File: src/core/cpm_pkg.sv
// Purpose: Shared constants and types for the console port mode controller
// Assumes: Byte-wide character streams on one 50 MHz clock
// Notes:   Codes, counts and the baud reset value live here
package cpm_pkg;

    // Character stream width, queue depth and synchroniser width
    localparam int DATA_W     = 8;
    localparam int FIFO_DEPTH = 16;
    localparam int SYNC_W     = 6;

    // Clock rate, kept for time-to-cycle conversions
    localparam int CLK_HZ = 50_000_000;

    // Cycles the strap synchronisers need before the jumpers are trusted
    localparam logic [1:0] STRAP_SETTLE = 2'h3;

    // Characters that the controller recognises or emits
    localparam logic [7:0] CHR_AT    = 8'h40;
    localparam logic [7:0] CHR_C     = 8'h43;
    localparam logic [7:0] CHR_P     = 8'h50;
    localparam logic [7:0] CHR_CR    = 8'h0D;
    localparam logic [7:0] CHR_LF    = 8'h0A;
    localparam logic [7:0] CHR_SLASH = 8'h2F;

    // Length of the fixed texts and of an at-sign run
    localparam logic [1:0] TEXT_LEN = 2'h2;
    localparam logic [1:0] AT_ONE   = 2'h1;
    localparam logic [1:0] AT_TWO   = 2'h2;

    // Reset values
    localparam logic [3:0] BAUD_RST = 4'h0;

    // Port modes
    typedef enum logic {
        CPM_MODE_PANEL   = 1'b0,
        CPM_MODE_CONSOLE = 1'b1
    } cpm_mode_t;

    // Escape matcher states, Gray coded along idle-at-at-letter
    typedef enum logic [1:0] {
        CPM_ESC_IDLE = 2'b00,
        CPM_ESC_AT1  = 2'b01,
        CPM_ESC_AT2  = 2'b11,
        CPM_ESC_LET  = 2'b10
    } cpm_esc_t;

    // One character with its strobe
    typedef struct packed {
        logic              valid;
        logic [DATA_W-1:0] data;
    } cpm_byte_t;

    // True for the letters that pick the mode in a mode-switch escape
    function automatic logic cpm_is_esc_letter(input logic [7:0] c);
        return (c == CHR_C) || (c == CHR_P);
    endfunction

endpackage

File: src/core/cpm_sync.sv
// Purpose: Three-stage synchroniser for pins entering the clock domain
// Assumes: Inputs are slow levels from jumpers or the CPU panel lines
// Notes:   Stage one feeds stage two only; callers compare stages two and three
`timescale 1ns/100ps
module cpm_sync #(
    parameter int WIDTH = 1
) (
    input  wire logic             clock_i,
    input  wire logic             rst_n_i,
    input  wire logic [WIDTH-1:0] pin_i,
    output logic      [WIDTH-1:0] mid_o,
    output logic      [WIDTH-1:0] last_o
);

    logic [WIDTH-1:0] first;

    // Shift chain, cleared at reset
    always_ff @(posedge clock_i or negedge rst_n_i) begin
        if (!rst_n_i) begin
            first  <= '0;
            mid_o  <= '0;
            last_o <= '0;
        end else begin
            first  <= pin_i;
            mid_o  <= first;
            last_o <= mid_o;
        end
    end

endmodule

File: src/core/cpm_fifo.sv
// Purpose: Flip-flop FIFO with valid/ready on both sides
// Assumes: Single clock; full and empty are registered
// Notes:   Holds console-bound software output while the port is in panel mode
`timescale 1ns/100ps
module cpm_fifo #(
    parameter int WIDTH = 8,
    parameter int DEPTH = 16
) (
    input  wire logic             clock_i,
    input  wire logic             rst_n_i,
    input  wire logic             in_valid_i,
    input  wire logic [WIDTH-1:0] in_data_i,
    output logic                  in_ready_o,
    output logic                  out_valid_o,
    output logic      [WIDTH-1:0] out_data_o,
    input  wire logic             out_ready_i
);

    localparam int AW = $clog2(DEPTH);

    logic [WIDTH-1:0] mem [DEPTH];
    logic [AW-1:0]    wr_ptr;
    logic [AW-1:0]    rd_ptr;
    logic [AW:0]      count;
    logic [AW-1:0]    next_wr_ptr;
    logic [AW-1:0]    next_rd_ptr;
    logic [AW:0]      next_count;
    logic             push;
    logic             pop;

    assign push       = in_valid_i && in_ready_o;
    assign pop        = out_valid_o && out_ready_i;
    assign out_data_o = mem[rd_ptr];

    // Pointer and occupancy update
    always_comb begin
        next_wr_ptr = push ? AW'(wr_ptr + 1'b1) : wr_ptr;
        next_rd_ptr = pop ? AW'(rd_ptr + 1'b1) : rd_ptr;
        next_count  = count;
        if (push && !pop) begin
            next_count = (AW+1)'(count + 1'b1);
        end else if (pop && !push) begin
            next_count = (AW+1)'(count - 1'b1);
        end
    end

    // Registered pointers and flags
    always_ff @(posedge clock_i or negedge rst_n_i) begin
        if (!rst_n_i) begin
            wr_ptr      <= '0;
            rd_ptr      <= '0;
            count       <= '0;
            in_ready_o  <= 1'b1;
            out_valid_o <= 1'b0;
        end else begin
            wr_ptr      <= next_wr_ptr;
            rd_ptr      <= next_rd_ptr;
            count       <= next_count;
            in_ready_o  <= (next_count != (AW+1)'(DEPTH));
            out_valid_o <= (next_count != '0);
        end
    end

    // Storage has no reset; only written entries are ever read
    always_ff @(posedge clock_i) begin
        if (push) begin
            mem[wr_ptr] <= in_data_i;
        end
    end

endmodule

File: src/core/cpm_console_port.sv
// Purpose: Mode controller for the console serial port (panel / console)
// Assumes: UART byte streams on clock_i; rx bytes at least 6 cycles apart
// Notes:   Straps and CPU halt line arrive from pins through synchronisers
`timescale 1ns/100ps
module cpm_console_port (
    input  wire logic               clock_i,
    input  wire logic               rst_n_i,
    input  wire logic               panel_en_i,
    input  wire logic [3:0]         baud_jmp_i,
    input  wire logic               cpu_halt_n_i,
    input  wire logic               rx_valid_i,
    input  wire logic [7:0]         rx_data_i,
    output cpm_pkg::cpm_byte_t      tx_o,
    input  wire logic               tx_ready_i,
    input  wire logic               sw_tx_valid_i,
    input  wire logic [7:0]         sw_tx_data_i,
    output logic                    sw_tx_ready_o,
    output cpm_pkg::cpm_byte_t      sw_rx_o,
    output cpm_pkg::cpm_byte_t      cmd_o,
    input  wire logic               pnl_tx_valid_i,
    input  wire logic [7:0]         pnl_tx_data_i,
    output logic                    pnl_ack_o,
    input  wire logic               prompt_req_i,
    input  wire logic               run_cmd_i,
    input  wire logic               disconnect_i,
    output logic                    cpu_run_o,
    output logic                    status_req_o,
    output logic                    mode_console_o,
    output logic                    panel_active_o,
    output logic                    dtr_o,
    output logic [3:0]              baud_sel_o
);

    // Synchronised pins
    logic [cpm_pkg::SYNC_W-1:0] pin_mid;
    logic [cpm_pkg::SYNC_W-1:0] pin_last;

    // Registered state
    logic [1:0]           strap_cnt;
    logic                 strap_done;
    logic                 panel_en_q;
    logic                 halted;
    cpm_pkg::cpm_mode_t   mode;
    cpm_pkg::cpm_esc_t    esc_state;
    logic [7:0]           esc_let;
    logic [1:0]           rep_at;
    logic                 rep_let_v;
    logic [7:0]           rep_let;
    logic                 rep_chr_v;
    logic [7:0]           rep_chr;
    logic                 echo_v;
    logic [7:0]           echo_d;
    logic [1:0]           crlf_left;
    logic [1:0]           prompt_left;

    // Next values
    logic [1:0]           next_strap_cnt;
    logic                 next_strap_done;
    logic                 next_panel_en_q;
    logic [3:0]           next_baud_sel;
    logic                 next_halted;
    cpm_pkg::cpm_mode_t   next_mode;
    cpm_pkg::cpm_esc_t    next_esc_state;
    logic [7:0]           next_esc_let;
    logic [1:0]           next_rep_at;
    logic                 next_rep_let_v;
    logic [7:0]           next_rep_let;
    logic                 next_rep_chr_v;
    logic [7:0]           next_rep_chr;
    logic                 next_echo_v;
    logic [7:0]           next_echo_d;
    logic [1:0]           next_crlf_left;
    logic [1:0]           next_prompt_left;
    cpm_pkg::cpm_byte_t   next_tx;
    cpm_pkg::cpm_byte_t   next_sw_rx;
    cpm_pkg::cpm_byte_t   next_cmd;
    logic                 next_pnl_ack;
    logic                 next_cpu_run;
    logic                 next_status_req;
    logic                 next_dtr;

    // Queue toward the serial side
    logic                 q_valid;
    logic [7:0]           q_data;
    logic                 q_pop;

    // Decoded conditions
    logic                 active;
    logic                 halt_stable;
    logic                 halt_event;
    logic                 rx_take;
    logic                 esc_hit;
    logic                 fwd;
    logic [1:0]           rep_n;
    logic                 rep_lv;
    logic                 rep_cv;

    // Straps and the halt line come from pins
    cpm_sync #(
        .WIDTH(cpm_pkg::SYNC_W)
    ) u_sync (
        .clock_i(clock_i),
        .rst_n_i(rst_n_i),
        .pin_i  ({~cpu_halt_n_i, panel_en_i, baud_jmp_i}),
        .mid_o  (pin_mid),
        .last_o (pin_last)
    );

    // Software output waits here until console mode, or a clear enable strap, drains it
    cpm_fifo #(
        .WIDTH(cpm_pkg::DATA_W),
        .DEPTH(cpm_pkg::FIFO_DEPTH)
    ) u_fifo (
        .clock_i    (clock_i),
        .rst_n_i    (rst_n_i),
        .in_valid_i (sw_tx_valid_i),
        .in_data_i  (sw_tx_data_i),
        .in_ready_o (sw_tx_ready_o),
        .out_valid_o(q_valid),
        .out_data_o (q_data),
        .out_ready_i(q_pop)
    );

    // Panel duty only once straps are caught and the enable strap is set
    assign active      = strap_done && panel_en_q;
    assign halt_stable = (pin_mid[5] == pin_last[5]);
    assign halt_event  = active && !halted && halt_stable && pin_last[5];
    assign rx_take     = rx_valid_i && strap_done;

    // Escape matcher: decides forwarding, replay of held characters and hits
    always_comb begin
        next_esc_state = esc_state;
        next_esc_let   = esc_let;
        esc_hit        = 1'b0;
        fwd            = 1'b0;
        rep_n          = 2'h0;
        rep_lv         = 1'b0;
        rep_cv         = 1'b0;
        if (rx_take && active) begin
            unique case (esc_state)
                cpm_pkg::CPM_ESC_IDLE: begin
                    if (rx_data_i == cpm_pkg::CHR_AT) begin
                        next_esc_state = cpm_pkg::CPM_ESC_AT1;
                    end else begin
                        fwd = 1'b1;
                    end
                end
                cpm_pkg::CPM_ESC_AT1: begin
                    if (rx_data_i == cpm_pkg::CHR_AT) begin
                        next_esc_state = cpm_pkg::CPM_ESC_AT2;
                    end else begin
                        rep_n          = cpm_pkg::AT_ONE;
                        rep_cv         = 1'b1;
                        next_esc_state = cpm_pkg::CPM_ESC_IDLE;
                    end
                end
                cpm_pkg::CPM_ESC_AT2: begin
                    if (rx_data_i == cpm_pkg::CHR_AT) begin
                        rep_n = cpm_pkg::AT_ONE;                         // Oldest @ is plain
                    end else if (cpm_pkg::cpm_is_esc_letter(rx_data_i)) begin
                        next_esc_let   = rx_data_i;
                        next_esc_state = cpm_pkg::CPM_ESC_LET;
                    end else begin
                        rep_n          = cpm_pkg::AT_TWO;
                        rep_cv         = 1'b1;
                        next_esc_state = cpm_pkg::CPM_ESC_IDLE;
                    end
                end
                cpm_pkg::CPM_ESC_LET: begin
                    if (rx_data_i == cpm_pkg::CHR_CR) begin
                        esc_hit        = 1'b1;
                        next_esc_state = cpm_pkg::CPM_ESC_IDLE;
                    end else if (rx_data_i == cpm_pkg::CHR_AT) begin
                        rep_n          = cpm_pkg::AT_TWO;
                        rep_lv         = 1'b1;
                        next_esc_state = cpm_pkg::CPM_ESC_AT1;
                    end else begin
                        rep_n          = cpm_pkg::AT_TWO;
                        rep_lv         = 1'b1;
                        rep_cv         = 1'b1;
                        next_esc_state = cpm_pkg::CPM_ESC_IDLE;
                    end
                end
            endcase
        end
    end

    // Mode, output arbitration, echo, prompts and CPU handshakes
    always_comb begin
        next_strap_cnt   = strap_cnt;
        next_strap_done  = strap_done;
        next_panel_en_q  = panel_en_q;
        next_baud_sel    = baud_sel_o;
        next_halted      = halted;
        next_mode        = mode;
        next_rep_at      = rep_at;
        next_rep_let_v   = rep_let_v;
        next_rep_let     = rep_let;
        next_rep_chr_v   = rep_chr_v;
        next_rep_chr     = rep_chr;
        next_echo_v      = echo_v;
        next_echo_d      = echo_d;
        next_crlf_left   = crlf_left;
        next_prompt_left = prompt_left;
        next_tx          = tx_o;
        next_sw_rx       = '0;
        next_cmd         = '0;
        next_pnl_ack     = 1'b0;
        next_cpu_run     = 1'b0;
        next_status_req  = 1'b0;
        next_dtr         = dtr_o;
        q_pop            = 1'b0;

        // Catch straps once the synchronisers have settled
        if (!strap_done) begin
            next_strap_cnt = 2'(strap_cnt + 1'b1);
            if (strap_cnt == cpm_pkg::STRAP_SETTLE) begin
                next_strap_done = 1'b1;
                next_panel_en_q = pin_last[4];
                next_baud_sel   = pin_last[3:0];
                next_mode       = cpm_pkg::CPM_MODE_PANEL;
                if (pin_last[4]) begin
                    next_prompt_left = cpm_pkg::TEXT_LEN;
                end
            end
        end

        // Halt line counts once two stages agree
        if (halt_stable) begin
            next_halted = pin_last[5];
        end

        // Serial output: one source per character, fixed priority
        if (!tx_o.valid || tx_ready_i) begin
            next_tx.valid = 1'b0;
            if (echo_v) begin
                next_tx     = '{valid: 1'b1, data: echo_d};
                next_echo_v = 1'b0;
            end else if (crlf_left != 2'h0) begin
                next_tx.valid  = 1'b1;
                next_tx.data   = (crlf_left == cpm_pkg::TEXT_LEN) ? cpm_pkg::CHR_CR
                                                                  : cpm_pkg::CHR_LF;
                next_crlf_left = 2'(crlf_left - 1'b1);
            end else if (prompt_left != 2'h0 && mode == cpm_pkg::CPM_MODE_PANEL) begin
                next_tx          = '{valid: 1'b1, data: cpm_pkg::CHR_SLASH};
                next_prompt_left = 2'(prompt_left - 1'b1);
            end else if (pnl_tx_valid_i && active
                         && mode == cpm_pkg::CPM_MODE_PANEL) begin
                next_tx      = '{valid: 1'b1, data: pnl_tx_data_i};
                next_pnl_ack = 1'b1;
            end else if (q_valid && strap_done
                         && (!panel_en_q || mode == cpm_pkg::CPM_MODE_CONSOLE)) begin
                next_tx = '{valid: 1'b1, data: q_data};
                q_pop   = 1'b1;
            end
        end

        // Replay characters held back by a broken escape, one per cycle
        if (rep_at != 2'h0) begin
            next_sw_rx  = '{valid: 1'b1, data: cpm_pkg::CHR_AT};
            next_rep_at = 2'(rep_at - 1'b1);
        end else if (rep_let_v) begin
            next_sw_rx     = '{valid: 1'b1, data: rep_let};
            next_rep_let_v = 1'b0;
        end else if (rep_chr_v) begin
            next_sw_rx     = '{valid: 1'b1, data: rep_chr};
            next_rep_chr_v = 1'b0;
        end

        // Received characters
        if (rx_take && !panel_en_q) begin
            next_sw_rx = '{valid: 1'b1, data: rx_data_i};
        end else if (rx_take && mode == cpm_pkg::CPM_MODE_PANEL) begin
            // Panel keys go to the command interpreter; lock and power keys are not decoded
            next_cmd = '{valid: 1'b1, data: rx_data_i};
            if (!esc_hit) begin
                next_echo_v = 1'b1;
                next_echo_d = rx_data_i;
            end
        end else if (rx_take) begin
            // Console keys pass through unless part of an escape
            if (fwd) begin
                next_sw_rx = '{valid: 1'b1, data: rx_data_i};
            end
            next_rep_at    = rep_n;
            next_rep_let_v = rep_lv;
            next_rep_let   = esc_let;
            next_rep_chr_v = rep_cv;
            next_rep_chr   = rx_data_i;
        end

        // Completed escape switches the mode
        if (esc_hit) begin
            next_crlf_left = cpm_pkg::TEXT_LEN;
            if (esc_let == cpm_pkg::CHR_C) begin
                next_mode        = cpm_pkg::CPM_MODE_CONSOLE;
                next_prompt_left = 2'h0;
            end else begin
                next_mode        = cpm_pkg::CPM_MODE_PANEL;
                next_prompt_left = cpm_pkg::TEXT_LEN;
            end
        end

        // Panel firmware asks for the next prompt
        if (prompt_req_i && active && next_mode == cpm_pkg::CPM_MODE_PANEL) begin
            next_prompt_left = cpm_pkg::TEXT_LEN;
        end

        // Accepted run command hands the port to software
        if (run_cmd_i && active && mode == cpm_pkg::CPM_MODE_PANEL) begin
            next_mode        = cpm_pkg::CPM_MODE_CONSOLE;
            next_prompt_left = 2'h0;
            next_cpu_run     = halted;
        end

        // Run-to-halt takes the port back for the operator; wins over the rest
        if (halt_event) begin
            next_mode       = cpm_pkg::CPM_MODE_PANEL;
            next_status_req = 1'b1;
        end

        // Terminal-ready drops only on disconnect
        if (disconnect_i) begin
            next_dtr = 1'b0;
        end
    end

    // State registers
    always_ff @(posedge clock_i or negedge rst_n_i) begin
        if (!rst_n_i) begin
            strap_cnt      <= 2'h0;
            strap_done     <= 1'b0;
            panel_en_q     <= 1'b0;
            baud_sel_o     <= cpm_pkg::BAUD_RST;
            halted         <= 1'b0;
            mode           <= cpm_pkg::CPM_MODE_PANEL;
            esc_state      <= cpm_pkg::CPM_ESC_IDLE;
            esc_let        <= 8'h00;
            rep_at         <= 2'h0;
            rep_let_v      <= 1'b0;
            rep_let        <= 8'h00;
            rep_chr_v      <= 1'b0;
            rep_chr        <= 8'h00;
            echo_v         <= 1'b0;
            echo_d         <= 8'h00;
            crlf_left      <= 2'h0;
            prompt_left    <= 2'h0;
            tx_o           <= '0;
            sw_rx_o        <= '0;
            cmd_o          <= '0;
            pnl_ack_o      <= 1'b0;
            cpu_run_o      <= 1'b0;
            status_req_o   <= 1'b0;
            dtr_o          <= 1'b1;
            mode_console_o <= 1'b0;
            panel_active_o <= 1'b0;
        end else begin
            strap_cnt      <= next_strap_cnt;
            strap_done     <= next_strap_done;
            panel_en_q     <= next_panel_en_q;
            baud_sel_o     <= next_baud_sel;
            halted         <= next_halted;
            mode           <= next_mode;
            esc_state      <= next_esc_state;
            esc_let        <= next_esc_let;
            rep_at         <= next_rep_at;
            rep_let_v      <= next_rep_let_v;
            rep_let        <= next_rep_let;
            rep_chr_v      <= next_rep_chr_v;
            rep_chr        <= next_rep_chr;
            echo_v         <= next_echo_v;
            echo_d         <= next_echo_d;
            crlf_left      <= next_crlf_left;
            prompt_left    <= next_prompt_left;
            tx_o           <= next_tx;
            sw_rx_o        <= next_sw_rx;
            cmd_o          <= next_cmd;
            pnl_ack_o      <= next_pnl_ack;
            cpu_run_o      <= next_cpu_run;
            status_req_o   <= next_status_req;
            dtr_o          <= next_dtr;
            mode_console_o <= (next_mode == cpm_pkg::CPM_MODE_CONSOLE) && next_panel_en_q;
            panel_active_o <= next_strap_done && next_panel_en_q;
        end
    end

endmodule

File: config.mk
export PLATFORM = sky130hd
export DESIGN_NAME = cpm_console_port
export DESIGN_NICKNAME = d
export VERILOG_FILES = /design/src/core/cpm_pkg.sv /design/src/core/cpm_sync.sv /design/src/core/cpm_fifo.sv /design/src/core/cpm_console_port.sv
export SDC_FILE = /design/constraint.sdc
export NUM_CORES = 1
export LEC_CHECK = 0
export BUFFER_PORTS_ARGS = -buffer_cell sky130_fd_sc_hd__buf_2
export CAP_MARGIN = 10
export CELL_PAD_IN_SITES_DETAIL_PLACEMENT = 0
export CELL_PAD_IN_SITES_GLOBAL_PLACEMENT = 1
export CORE_MARGIN = 2
export CORE_UTILIZATION = 50
export DETAILED_ROUTE_END_ITERATION = 12
export GPL_TIMING_DRIVEN = 0
export PLACE_DENSITY = 0.88
export SYNTH_ARGS = -nofsm -noshare
export SYNTH_HDL_FRONTEND = slang
export SYNTH_SLANG_ARGS = --single-unit
File: constraint.sdc
create_clock -name clock_i -period 2.9 [get_ports clock_i]
set_input_delay 0 -clock clock_i [delete_from_list [all_inputs] [get_ports clock_i]]
set_output_delay 0 -clock clock_i [all_outputs]
set_load 0.005 [all_outputs]
==> flow_summary.html, run 1 <==
<table>
<tr><th>Metric</th><th>Value</th></tr>
<tr><th colspan="2">Synth</th></tr>
<tr><td>Register area share after synthesis</td><td>0.684</td></tr>
<tr><td>Compound-Gate Fraction of Synth Area</td><td>0.0653</td></tr>
<tr><td>Cell area after technology mapping</td><td>about 10000 µm²</td></tr>
<tr><td>Share of the synthesized area in the top cell type</td><td>0.385</td></tr>
<tr><td>Synthesized flop and latch total</td><td>roughly 250</td></tr>
<tr><td>Multiplexer area fraction after synthesis</td><td>0.110</td></tr>
<tr><td>Fraction of registers with async set/reset</td><td>0.482</td></tr>
<tr><td>Primary flip-flop cell chosen by synthesis mapping</td><td>edfxtp_1</td></tr>
<tr><td>Number of enable flip-flop cells after synthesis</td><td>between 100 and 150</td></tr>
<tr><td>Xor-xnor portion of the synthesized cell area</td><td>0.0114</td></tr>
<tr><td>Basic-gate share of the synthesized area counting and, or, nand and nor cells</td><td>0.0923</td></tr>
<tr><td>Dominant combinational cell family by area after synthesis</td><td>multiplexers</td></tr>
<tr><td>Post-synth cell types</td><td>60</td></tr>
<tr><td>Count of yosys warnings during synthesis</td><td>0</td></tr>
<tr><td>Top area cells in the synthesized netlist</td><td>edfxtp_1, dfrtp_1, mux4_2</td></tr>
<tr><td>Mapped Nets</td><td>713</td></tr>
<tr><td>Cell type contributing the most total cell area after synthesis</td><td>edfxtp_1</td></tr>
<tr><td>Post-Synth Adder-Cell Area</td><td>0.0148</td></tr>
<tr><td>Per-instance average area after synthesis</td><td>15.1 µm²</td></tr>
<tr><td>Post-synthesis instance total</td><td>~660</td></tr>
<tr><th colspan="2">Detailed routing</th></tr>
<tr><td>Remaining DRCs</td><td>0</td></tr>
<tr><td>Count of antenna-violating nets left after detailed routing</td><td>0</td></tr>
<tr><td>Number of iterations in the first detailed-routing pass</td><td>5</td></tr>
<tr><td>Vias per std cell</td><td>~5.7</td></tr>
<tr><td>Total length of routed wires</td><td>~22 mm</td></tr>
<tr><td>Number of violations reported at the end of detailed-routing iteration 0</td><td>between 500 and 600</td></tr>
<tr><td>Average wire per cell in the routed design</td><td>a little over 20 µm</td></tr>
<tr><td>Detailed-route via count</td><td>between 6000 and 7000</td></tr>
<tr><th colspan="2">Layout</th></tr>
<tr><td>Cell Count, Final, Fillers Out</td><td>1090</td></tr>
<tr><td>Fillers</td><td>around 1500</td></tr>
<tr><td>Count of nets after finishing</td><td>around 860</td></tr>
<tr><td>Layout overhead on the synthesized area</td><td>19.4%</td></tr>
<tr><td>Share of layout cells above drive strength 1</td><td>0.238</td></tr>
<tr><td># diodes</td><td>0</td></tr>
<tr><td>Most common cell after layout, fill and taps aside</td><td>edfxtp_1</td></tr>
<tr><td>Leading cell types in the layout, fill and taps excluded</td><td>edfxtp_1, dfrtp_1, buf_2</td></tr>
<tr><th colspan="2">Floorplan</th></tr>
<tr><td>Overall die width</td><td>between 100 and 150 µm</td></tr>
<tr><td>Die height</td><td>145 µm</td></tr>
<tr><td>DIE AREA</td><td>21100 µm²</td></tr>
<tr><td>CORE AREA</td><td>19500 µm²</td></tr>
<tr><td>Initial standard-cell utilization of the core</td><td>0.511</td></tr>
<tr><td>Top-Level Pins</td><td>77</td></tr>
<tr><td>Number of core rows</td><td>51</td></tr>
<tr><th colspan="2">Clocking</th></tr>
<tr><td>Hold buffers post-CTS</td><td>34</td></tr>
<tr><td>Clock Tree Root</td><td>clkbuf_16</td></tr>
<tr><td>Total clock buffers created by CTS</td><td>26</td></tr>
<tr><td>Clock Latency Late Sink</td><td>approximately 530 ps</td></tr>
<tr><td>CTS HTree Levels</td><td>1</td></tr>
<tr><td>Setup Buffers After CTS</td><td>0</td></tr>
<tr><td>Clock sink count</td><td>roughly 250</td></tr>
<tr><td>TritonCTS clock tree</td><td>done</td></tr>
<tr><td>Clk pin slew, worst setup/hold paths</td><td>roughly 60 ps</td></tr>
<tr><td>Maximum buffer depth of the clock tree</td><td>3</td></tr>
<tr><td>Count of cells resized by post-cts repair</td><td>0</td></tr>
<tr><th colspan="2">Power and ir drop</th></tr>
<tr><td>Leakage</td><td>4.88 nW</td></tr>
<tr><td>IR drop worst, VDD</td><td>around 0.00053 V</td></tr>
<tr><td>Final Power</td><td>approximately 11 mW</td></tr>
<tr><td>Ratio of total power to cell area</td><td>881 nW/µm²</td></tr>
<tr><th colspan="2">Job</th></tr>
<tr><td>Number of max-cap violations</td><td>0</td></tr>
<tr><th colspan="2">Timing</th></tr>
<tr><td>Max-slew headroom</td><td>0.352</td></tr>
<tr><td>Portion of the clock cycle consumed by the worst path in the final layout</td><td>0.897</td></tr>
<tr><td>Number of slew-limit violations in the final report</td><td>0</td></tr>
<tr><td>Setup TNS</td><td>0 ps</td></tr>
<tr><td>Setup-failing EPs final</td><td>0</td></tr>
<tr><td>Post-route minimum period</td><td>approximately 2600 ps</td></tr>
<tr><td>RSZ-0062 raised after global routing</td><td>false</td></tr>
<tr><td>Setup skew after layout</td><td>13.9 ps</td></tr>
<tr><td>Hold Fails Final Rpt</td><td>0</td></tr>
<tr><td>Fmax</td><td>just under 400 MHz</td></tr>
<tr><td>Worst Hold Slack</td><td>29.2 ps</td></tr>
<tr><td>Slew of the pin with the lowest slew margin</td><td>968 ps</td></tr>
<tr><th colspan="2">Outcome</th></tr>
<tr><td>Status</td><td>finished, final reports clean</td></tr>
<tr><th colspan="2">Global route</th></tr>
<tr><td>Number of antenna violations at the first check in global routing</td><td>0</td></tr>
<tr><td>Gr usage total</td><td>0.216</td></tr>
<tr><td>Largest net degree at the start of global routing</td><td>roughly 100</td></tr>
<tr><td>First-pass GRT wire length</td><td>between 30 and 40 mm</td></tr>
<tr><td>Leftover overflow at the end of global routing</td><td>0</td></tr>
<tr><td>Vias in the first global route</td><td>around 6500</td></tr>
<tr><th colspan="2">Worst setup path</th></tr>
<tr><td>Critical Path AT</td><td>between 2000 and 3000 ps</td></tr>
<tr><td>Slowest stage cell on the critical path</td><td>nor3_1</td></tr>
<tr><td>Critical path buffers and inverters</td><td>2</td></tr>
<tr><td>Critical path, cell by cell</td><td>and2_1 -&gt; buf_1 -&gt; nand2_1 -&gt; nor3_1 -&gt; buf_4</td></tr>
<tr><td>Largest delay contributor family on the critical path</td><td>simple AND/OR/NAND/NOR gates</td></tr>
<tr><td>Largest stage delay, worst path</td><td>between 500 and 600 ps</td></tr>
<tr><td>Crit path max fanout</td><td>10</td></tr>
<tr><td>Endpoint type of the worst setup path</td><td>flip-flop</td></tr>
<tr><td>Type of the setup path with the least slack</td><td>reg -&gt; reg</td></tr>
<tr><td>Required time of the worst setup path</td><td>approximately 3100 ps</td></tr>
<tr><td>Setup crit start kind</td><td>flip-flop</td></tr>
<tr><th colspan="2">Placed design</th></tr>
<tr><td>Global placer's final weighted congestion</td><td>0.859</td></tr>
<tr><td>Detailed placer's ending HPWL</td><td>about 15 mm</td></tr>
<tr><td># port buffers</td><td>76</td></tr>
<tr><td>Placed cell count</td><td>about 1000</td></tr>
<tr><th colspan="2">Min path</th></tr>
<tr><td>Hold Crit Class</td><td>in -&gt; reg</td></tr>
</table>
[through the flow]
stage,area (µm²),util,worst slack [ps]
2_1_floorplan,9980,-,744
3_3_place_gp,10700,0.548,31.4
3_5_place_dp,10800,0.551,290
4_1_cts,11900,0.610,278
5_1_grt,11900,0.610,119
6_report,11900,0.610,299
[kinds of logic after synthesis]
family                   Yosys count
AO/OA/AOI/OAI                     95
multiplexers                      64
buffers and inverters             47
XOR/XNOR                          13
flip-flops                       247
adder cells (fa/ha/maj)           12
AND/OR/NAND/NOR                  185
[layer usage]
layer	track usage	vias to the layer above	part of all wire	wire length (µm)
met2	0.377	231	0.51	11300
met4	0.0701	0	0.027	608
li1	-	2773	-	-
met5	0	-	0	0
met3	0.0365	46	0.066	1470
met1	0.278	3171	0.40	9020
[report_power, final]
part | leakage, nW | switching, mW | internal [mW]
Combinational | 1.82 | 1.55 | 1.24
Sequential | 2.64 | 0.298 | 4.24
Clock | 0.409 | 1.34 | 1.84
Total | 4.88 | 3.18 | 7.32
[cells in the mapped netlist (5+ instances only)]
cell and count:
a21o_1 6, a21oi_1 18, a22o_1 5, a22oi_1 11, and2_1 8, and3_1 16, buf_2 11, clkbuf_1 12
dfrtp_1 117, edfxtp_1 128, ha_1 11, inv_1 16, mux2_2 25, mux2i_1 7, mux4_1 7, mux4_2 25
nand2_1 63, nand2b_1 8, nand3_1 13, nor2_1 37, nor2b_1 7, nor3_1 7, o211ai_1 8, o21ai_0 19
o31ai_1 9, xnor2_1 10
[registers in the layout (all words and copies together), names as in the netlist, 4 cells and up]
name and flops:
baud_sel_o 4, cmd_o 9, echo_d 8, esc_let 8, rep_chr 8, rep_let 8
sw_rx_o 9, tx_o 9, u_fifo.count 5, u_fifo.mem 128, u_fifo.rd_ptr 4, u_fifo.wr_ptr 4
u_sync.first 6, u_sync.last_o 6, u_sync.mid_o 6
[worst reg2reg max path, stage by stage, from the launching register on]
cell and delay (ps):
dfstp_2 520, and2_1 200, buf_1 450, nand2_1 270
nor3_1 590, buf_4 280
[layout make-up]
class / count / area (µm²) / area share
well taps: 265 / 332 / 0.0278
plain buffers: 31 / 165 / 0.0139
repair buffers: 115 / 779 / 0.0654
flip-flops and latches: 247 / 6820 / 0.573
inverters: 16 / 60.1 / 0.00504
clock inverters: 12 / 100 / 0.00840
clock buffers: 35 / 724 / 0.0608
multi-input cells: 369 / 2930 / 0.246
[worst paths after layout]
kind	from	to	cells past startpoint	slack, ps
max	u_fifo.in_ready_o	u_fifo.mem[3][6]	5	300
min	pnl_tx_data_i[4]	tx_o[4]	4	30
max reg2reg	u_fifo.in_ready_o	u_fifo.mem[3][6]	5	300
min reg2reg	u_sync.mid_o[4]	u_sync.last_o[4]	0	350
max in group asynchronous	rst_n_i	u_fifo.rd_ptr[3]	4	1220
min in group asynchronous	rst_n_i	u_fifo.in_ready_o	3	540
Power figures use the tool's default switching activity.
==> inputs of run 2 (changes only) <==
Settings changed: BUFFER_PORTS_ARGS -buffer_cell sky130_fd_sc_hd__buf_2 to -buffer_cell sky130_fd_sc_hd__buf_4.
==> flow_summary.html, run 2 (same netlist as run 1, synthesis figures left out) <==
<table>
<tr><th>Metric</th><th>Value</th></tr>
<tr><th colspan="2">Global route</th></tr>
<tr><td>Largest net degree at the start of global routing</td><td>a little under 70</td></tr>
<tr><td>Vias in the first global route</td><td>around 6400</td></tr>
<tr><td>First-pass GRT wire length</td><td>approximately 35 mm</td></tr>
<tr><td>Number of antenna violations at the first check in global routing</td><td>0</td></tr>
<tr><td>Gr usage total</td><td>0.215</td></tr>
<tr><td>Leftover overflow at the end of global routing</td><td>0</td></tr>
<tr><th colspan="2">Min path</th></tr>
<tr><td>Hold Crit Class</td><td>in -&gt; reg</td></tr>
<tr><th colspan="2">Clocking</th></tr>
<tr><td>Clk pin slew, worst setup/hold paths</td><td>around 60 ps</td></tr>
<tr><td>Setup Buffers After CTS</td><td>0</td></tr>
<tr><td>Clock Latency Late Sink</td><td>about 530 ps</td></tr>
<tr><td>CTS HTree Levels</td><td>1</td></tr>
<tr><td>Clock sink count</td><td>between 200 and 250</td></tr>
<tr><td>Maximum buffer depth of the clock tree</td><td>3</td></tr>
<tr><td>TritonCTS clock tree</td><td>done</td></tr>
<tr><td>Total clock buffers created by CTS</td><td>25</td></tr>
<tr><td>Clock Tree Root</td><td>clkbuf_16</td></tr>
<tr><th colspan="2">Timing</th></tr>
<tr><td>Slew of the pin with the lowest slew margin</td><td>approximately 1000 ps</td></tr>
<tr><td>Setup skew after layout</td><td>roughly 25 ps</td></tr>
<tr><td>Worst Setup Slack, final</td><td>~240 ps</td></tr>
<tr><td>Setup TNS</td><td>0 ps</td></tr>
<tr><td>Worst Hold Slack</td><td>about 45 ps</td></tr>
<tr><td>Fmax</td><td>376 MHz</td></tr>
<tr><td>Portion of the clock cycle consumed by the worst path in the final layout</td><td>0.916</td></tr>
<tr><td>Hold Fails Final Rpt</td><td>0</td></tr>
<tr><td>Number of slew-limit violations in the final report</td><td>0</td></tr>
<tr><td>RSZ-0062 raised after global routing</td><td>false</td></tr>
<tr><td>Post-route minimum period</td><td>around 2700 ps</td></tr>
<tr><td>Setup-failing EPs final</td><td>0</td></tr>
<tr><td>Max-slew headroom</td><td>0.348</td></tr>
<tr><th colspan="2">Floorplan</th></tr>
<tr><td>Overall die width</td><td>between 100 and 150 µm</td></tr>
<tr><td>DIE AREA</td><td>around 21000 µm²</td></tr>
<tr><td>Initial standard-cell utilization of the core</td><td>0.511</td></tr>
<tr><td>Die height</td><td>roughly 150 µm</td></tr>
<tr><td>Number of core rows</td><td>51</td></tr>
<tr><td>CORE AREA</td><td>19500 µm²</td></tr>
<tr><td>Top-Level Pins</td><td>77</td></tr>
<tr><th colspan="2">Detailed routing</th></tr>
<tr><td>Total length of routed wires</td><td>roughly 22 mm</td></tr>
<tr><td>Number of violations reported at the end of detailed-routing iteration 0</td><td>a little under 600</td></tr>
<tr><td>Count of antenna-violating nets left after detailed routing</td><td>0</td></tr>
<tr><td>Average wire per cell in the routed design</td><td>around 20 µm</td></tr>
<tr><td>Remaining DRCs</td><td>0</td></tr>
<tr><td>Number of iterations in the first detailed-routing pass</td><td>5</td></tr>
<tr><td>Vias per std cell</td><td>between 5 and 6</td></tr>
<tr><td>Detailed-route via count</td><td>slightly above 6000</td></tr>
<tr><th colspan="2">Power and ir drop</th></tr>
<tr><td>Leakage</td><td>a little under 5 nW</td></tr>
<tr><td>Cell internal pwr</td><td>between 7 and 8 mW</td></tr>
<tr><td>Ratio of total power to cell area</td><td>870 nW/µm²</td></tr>
<tr><td>IR drop worst, VDD</td><td>~0.00059 V</td></tr>
<tr><td>Combinational group share of total power</td><td>0.273</td></tr>
<tr><td>Clk pwr share</td><td>0.295</td></tr>
<tr><td>Final Power</td><td>between 10 and 15 mW</td></tr>
<tr><td>Switching Power</td><td>between 3 and 4 mW</td></tr>
<tr><td>Share of power burned in registers</td><td>0.432</td></tr>
<tr><td>Proportion of total power due to net switching</td><td>0.299</td></tr>
<tr><th colspan="2">Layout</th></tr>
<tr><td># diodes</td><td>0</td></tr>
<tr><td>Layout overhead on the synthesized area</td><td>20.9%</td></tr>
<tr><td>Final design utilization</td><td>0.618</td></tr>
<tr><td>Cell Count, Final, Fillers Out</td><td>about 1100</td></tr>
<tr><td>Most common cell after layout, fill and taps aside</td><td>edfxtp_1</td></tr>
<tr><td>Register with the most flip-flops</td><td>u_fifo.mem</td></tr>
<tr><td>Flip-flop count of the largest register after layout</td><td>128</td></tr>
<tr><td>Leading cell types in the layout, fill and taps excluded</td><td>edfxtp_1, dfrtp_1, buf_4</td></tr>
<tr><td>Count of nets after finishing</td><td>between 800 and 900</td></tr>
<tr><td>Post-route standard cell area excluding fillers</td><td>between 10000 and 15000 µm²</td></tr>
<tr><td>Share of layout cells above drive strength 1</td><td>0.237</td></tr>
<tr><td>Fillers</td><td>1464</td></tr>
<tr><th colspan="2">Placed design</th></tr>
<tr><td>Pre-CTS setup slack</td><td>-20.4 ps</td></tr>
<tr><td>Area of placed instances</td><td>between 10000 and 15000 µm²</td></tr>
<tr><td>Global placer's final weighted congestion</td><td>about 0.86</td></tr>
<tr><td># port buffers</td><td>76</td></tr>
<tr><td>Placed cell count</td><td>roughly 1000</td></tr>
<tr><td>Detailed placer's ending HPWL</td><td>around 15 mm</td></tr>
<tr><th colspan="2">Job</th></tr>
<tr><td>Number of max-cap violations</td><td>0</td></tr>
<tr><th colspan="2">Worst setup path</th></tr>
<tr><td>Required time of the worst setup path</td><td>around 3000 ps</td></tr>
<tr><td>Endpoint type of the worst setup path</td><td>flip-flop</td></tr>
<tr><td>Critical Path AT</td><td>2790 ps</td></tr>
<tr><td>Crit path max fanout</td><td>10</td></tr>
<tr><td>Setup crit start kind</td><td>flip-flop</td></tr>
<tr><td>Type of the setup path with the least slack</td><td>reg -&gt; reg</td></tr>
<tr><th colspan="2">Outcome</th></tr>
<tr><td>Status</td><td>finished, final reports clean</td></tr>
</table>
## run 2: cell types whose count changed in the layout (fill, tap and decap cells not counted)
cell	previous run	this run
buf_2	88	11
buf_4	3	79
nor3_1	7	5
nor3_2	1	3
buf_6	5	4
clkinv_2	5	4
clkinv_4	1	0
clkinv_8	1	0
clkinvlp_4	0	1
dlygate4sd3_1	34	33
## run 2: power by group through the flow
| stage | registers, mW | logic (mW) | clock network [mW] |
|---|---|---|---|
| 2_1_floorplan | 4.50 | 1.94 | 0 |
| 3_3_place_gp | 4.56 | 2.70 | 0 |
| 3_5_place_dp | 4.59 | 2.80 | 0 |
| 4_1_cts | 4.53 | 2.86 | 3.16 |
| 5_1_grt | 4.59 | 3.12 | 3.33 |
| 6_report | 4.53 | 2.87 | 3.10 |
## run 2: final timing paths
check | start | to | slack [ps] | cells past startpoint
max | u_fifo.in_ready_o | u_fifo.mem[7][3] | 240 | 4
min | pnl_tx_data_i[7] | tx_o[7] | 40 | 4
max reg2reg | u_fifo.in_ready_o | u_fifo.mem[7][3] | 240 | 4
min reg2reg | u_sync.mid_o[1] | u_sync.last_o[1] | 350 | 0
max in group asynchronous | rst_n_i | dtr_o | 2000 | 3
min in group asynchronous | rst_n_i | tx_o[5] | 80 | 2
## run 2: layer usage
metal | share of wire | GRT usage | up-vias | routed length (µm)
li1 | - | - | 2771 | -
met4 | 0.030 | 0.0779 | 0 | 665
met3 | 0.070 | 0.0421 | 47 | 1550
met2 | 0.50 | 0.367 | 230 | 11200
met5 | 0 | 0 | - | 0
met1 | 0.40 | 0.276 | 3116 | 8780
## run 2: final cells by class
class	count	area [µm²]	share of cell area
multi-input cells	369	2940	0.244
repair buffers	112	943	0.0782
clock buffers	35	724	0.0600
flip-flops and latches	247	6820	0.565
plain buffers	31	165	0.0137
clock inverters	10	77.6	0.00643
well taps	265	332	0.0275
inverters	16	60.1	0.00498
## run 2: repair_timing
item | in CTS | in global routing
endpoints found under the hold margin | 233 | 0
endpoints found under the setup margin | 8 | 8
gates resized for setup | 1 | 1
hold buffers | 33 | 0
gates cloned | 0 | 0
## run 2: worst max-delay path, cell delays in order (launching register included)
cell and delay (ps):
dfstp_2 520, and2_1 200, buf_1 450, nand2_1 280
nor2_1 810
==> inputs of run 3 (changes only) <==
Settings changed: CORE_MARGIN 2 to unset, SETUP_SLACK_MARGIN set to 0.15.
==> flow_summary.html, run 3 (same netlist as run 1, synthesis figures left out) <==
<table>
<tr><th>Metric</th><th>Value</th></tr>
<tr><th colspan="2">Clocking</th></tr>
<tr><td>TritonCTS clock tree</td><td>done</td></tr>
<tr><td>Total clock buffers created by CTS</td><td>26</td></tr>
<tr><td>Clk pin slew, worst setup/hold paths</td><td>roughly 60 ps</td></tr>
<tr><td>Clock Tree Root</td><td>clkbuf_16</td></tr>
<tr><td>Setup Buffers After CTS</td><td>0</td></tr>
<tr><td>CTS HTree Levels</td><td>1</td></tr>
<tr><td>Maximum buffer depth of the clock tree</td><td>3</td></tr>
<tr><td>Clock sink count</td><td>between 200 and 250</td></tr>
<tr><td>Clock Latency Late Sink</td><td>approximately 520 ps</td></tr>
<tr><th colspan="2">Global route</th></tr>
<tr><td>Gr usage total</td><td>0.225</td></tr>
<tr><td>Largest net degree at the start of global routing</td><td>about 100</td></tr>
<tr><td>Busiest grt layer</td><td>met2</td></tr>
<tr><td>Met1 Track Usage GR</td><td>0.302</td></tr>
<tr><td>Met2 track utilization from global routing</td><td>0.386</td></tr>
<tr><td>First-pass GRT wire length</td><td>about 35 mm</td></tr>
<tr><td>Grt met3 use</td><td>0.0323</td></tr>
<tr><td>Vias in the first global route</td><td>between 6000 and 7000</td></tr>
<tr><td>Number of antenna violations at the first check in global routing</td><td>0</td></tr>
<tr><td>Leftover overflow at the end of global routing</td><td>0</td></tr>
<tr><th colspan="2">Layout</th></tr>
<tr><td># diodes</td><td>0</td></tr>
<tr><td>Layout overhead on the synthesized area</td><td>21.6%</td></tr>
<tr><td>Register area</td><td>~7000 µm²</td></tr>
<tr><td>Post-route standard cell area excluding fillers</td><td>12100 µm²</td></tr>
<tr><td>Flip-flop count of the largest register after layout</td><td>between 100 and 150</td></tr>
<tr><td>Share of layout cells above drive strength 1</td><td>0.237</td></tr>
<tr><td>Register with the most flip-flops</td><td>u_fifo.mem</td></tr>
<tr><td>Most common cell after layout, fill and taps aside</td><td>edfxtp_1</td></tr>
<tr><td>Leading cell types in the layout, fill and taps excluded</td><td>edfxtp_1, dfrtp_1, buf_4</td></tr>
<tr><td>Multi-input logic area</td><td>slightly below 3000 µm²</td></tr>
<tr><td>Fillers</td><td>roughly 1400</td></tr>
<tr><td>Count of nets after finishing</td><td>between 800 and 900</td></tr>
<tr><th colspan="2">Job</th></tr>
<tr><td>Number of max-cap violations</td><td>0</td></tr>
<tr><th colspan="2">Detailed routing</th></tr>
<tr><td>Vias per std cell</td><td>around 5.6</td></tr>
<tr><td>Number of iterations in the first detailed-routing pass</td><td>5</td></tr>
<tr><td>Remaining DRCs</td><td>0</td></tr>
<tr><td>Count of antenna-violating nets left after detailed routing</td><td>0</td></tr>
<tr><td>Detailed-route via count</td><td>slightly above 6000</td></tr>
<tr><td>Total length of routed wires</td><td>roughly 22 mm</td></tr>
<tr><td>Number of violations reported at the end of detailed-routing iteration 0</td><td>~450</td></tr>
<tr><td>Average wire per cell in the routed design</td><td>slightly above 20 µm</td></tr>
<tr><th colspan="2">Timing</th></tr>
<tr><td>Portion of the clock cycle consumed by the worst path in the final layout</td><td>0.911</td></tr>
<tr><td>Setup TNS</td><td>0 ps</td></tr>
<tr><td>Number of slew-limit violations in the final report</td><td>0</td></tr>
<tr><td>Worst Hold Slack</td><td>roughly 100 ps</td></tr>
<tr><td>RSZ-0062 raised after global routing</td><td>false</td></tr>
<tr><td>Worst Setup Slack, final</td><td>259 ps</td></tr>
<tr><td>Hold Fails Final Rpt</td><td>0</td></tr>
<tr><td>Setup skew after layout</td><td>10.5 ps</td></tr>
<tr><td>Max-slew headroom</td><td>0.317</td></tr>
<tr><td>Post-route minimum period</td><td>approximately 2600 ps</td></tr>
<tr><td>Fmax</td><td>roughly 380 MHz</td></tr>
<tr><td>Slew of the pin with the lowest slew margin</td><td>slightly above 1000 ps</td></tr>
<tr><td>Setup-failing EPs final</td><td>0</td></tr>
<tr><th colspan="2">Placed design</th></tr>
<tr><td>Global placer's final weighted congestion</td><td>about 0.90</td></tr>
<tr><td>Area of placed instances</td><td>around 11000 µm²</td></tr>
<tr><td>Pre-CTS setup slack</td><td>just under 30 ps</td></tr>
<tr><td># port buffers</td><td>76</td></tr>
<tr><td>Detailed placer's ending HPWL</td><td>14.9 mm</td></tr>
<tr><th colspan="2">Worst setup path</th></tr>
<tr><td>Critical Path AT</td><td>2790 ps</td></tr>
<tr><td>Critical path buffers and inverters</td><td>1</td></tr>
<tr><td>Largest stage delay, worst path</td><td>approximately 820 ps</td></tr>
<tr><td>Slowest stage cell on the critical path</td><td>nor2_1</td></tr>
<tr><td>Crit path max fanout</td><td>10</td></tr>
<tr><td>Endpoint type of the worst setup path</td><td>flip-flop</td></tr>
<tr><td>Required time of the worst setup path</td><td>between 3000 and 4000 ps</td></tr>
<tr><td>Critical path, cell by cell</td><td>and2_1 -&gt; buf_1 -&gt; nand2_1 -&gt; nor2_1</td></tr>
<tr><td>Setup crit start kind</td><td>flip-flop</td></tr>
<tr><td>Type of the setup path with the least slack</td><td>reg -&gt; reg</td></tr>
<tr><td>Largest delay contributor family on the critical path</td><td>simple AND/OR/NAND/NOR gates</td></tr>
<tr><th colspan="2">Power and ir drop</th></tr>
<tr><td>Ratio of total power to cell area</td><td>slightly below 900 nW/µm²</td></tr>
<tr><td>IR drop worst, VDD</td><td>~0.00066 V</td></tr>
<tr><td>Leakage</td><td>4.93 nW</td></tr>
<tr><th colspan="2">Floorplan</th></tr>
<tr><td>Die height</td><td>around 140 µm</td></tr>
<tr><td>Number of core rows</td><td>about 50</td></tr>
<tr><td>Overall die width</td><td>143 µm</td></tr>
<tr><td>Initial standard-cell utilization of the core</td><td>0.511</td></tr>
<tr><td>Top-Level Pins</td><td>77</td></tr>
<tr><td>CORE AREA</td><td>about 20000 µm²</td></tr>
<tr><td>DIE AREA</td><td>between 20000 and 25000 µm²</td></tr>
<tr><th colspan="2">Min path</th></tr>
<tr><td>Hold Crit Class</td><td>in -&gt; reg</td></tr>
<tr><th colspan="2">Outcome</th></tr>
<tr><td>Status</td><td>finished, final reports clean</td></tr>
</table>
[run 3: layout make-up]
class	count	share of cell area
sequential	247	0.562
multi-input combinational	369	0.242
buffer	31	0.0136
inverter	16	0.00495
clock inverter	14	0.0102
clock buffer	34	0.0587
timing repair buffer	116	0.0807
tap	265	0.0273
[run 3: path summary, 6_finish.rpt]
check,startpoint,end,slack (ps),cells past startpoint
worst max-delay path,u_fifo.in_ready_o,u_fifo.mem[5][1],260,4
worst min-delay path,sw_tx_valid_i,u_fifo.count[0],100,5
worst max register to register,u_fifo.in_ready_o,u_fifo.mem[5][1],260,4
worst min register to register,u_sync.mid_o[3],u_sync.last_o[3],350,0
max in group asynchronous,rst_n_i,u_fifo.wr_ptr[3],1210,4
min in group asynchronous,rst_n_i,u_fifo.in_ready_o,530,3
[run 3: through the flow]
stage          instances  power [mW]   util
2_1_floorplan        663        6.43      -
3_3_place_gp        1004        7.25  0.557
3_5_place_dp        1008        7.38  0.560
4_1_cts             1092        10.7  0.621
5_1_grt             1092        11.1  0.622
6_report            1092        10.6  0.622
[run 3: timing repair]
action                                  in CTS  in global routing
endpoints found under the hold margin      301                  0
resized for setup                            1                  1
hold buffers                                36                  0
endpoints found under the setup margin       8                  8
[run 3: report_power, final]
part           switching [mW]  internal [mW]
Sequential              0.295           4.24
Combinational            1.55           1.30
Clock                    1.34           1.91
Total                    3.19           7.45
[run 3: routing by layer]
layer	share of wire	up-vias
met2	0.51	213
li1	-	2775
met1	0.42	3117
met3	0.057	36
met4	0.020	0
met5	0	-
[run 3: worst reg2reg max path, stage by stage, from the launching register on]
cell,delay (ps)
dfstp_2,530
and2_1,210
buf_1,460
nand2_1,240
nor2_1,820
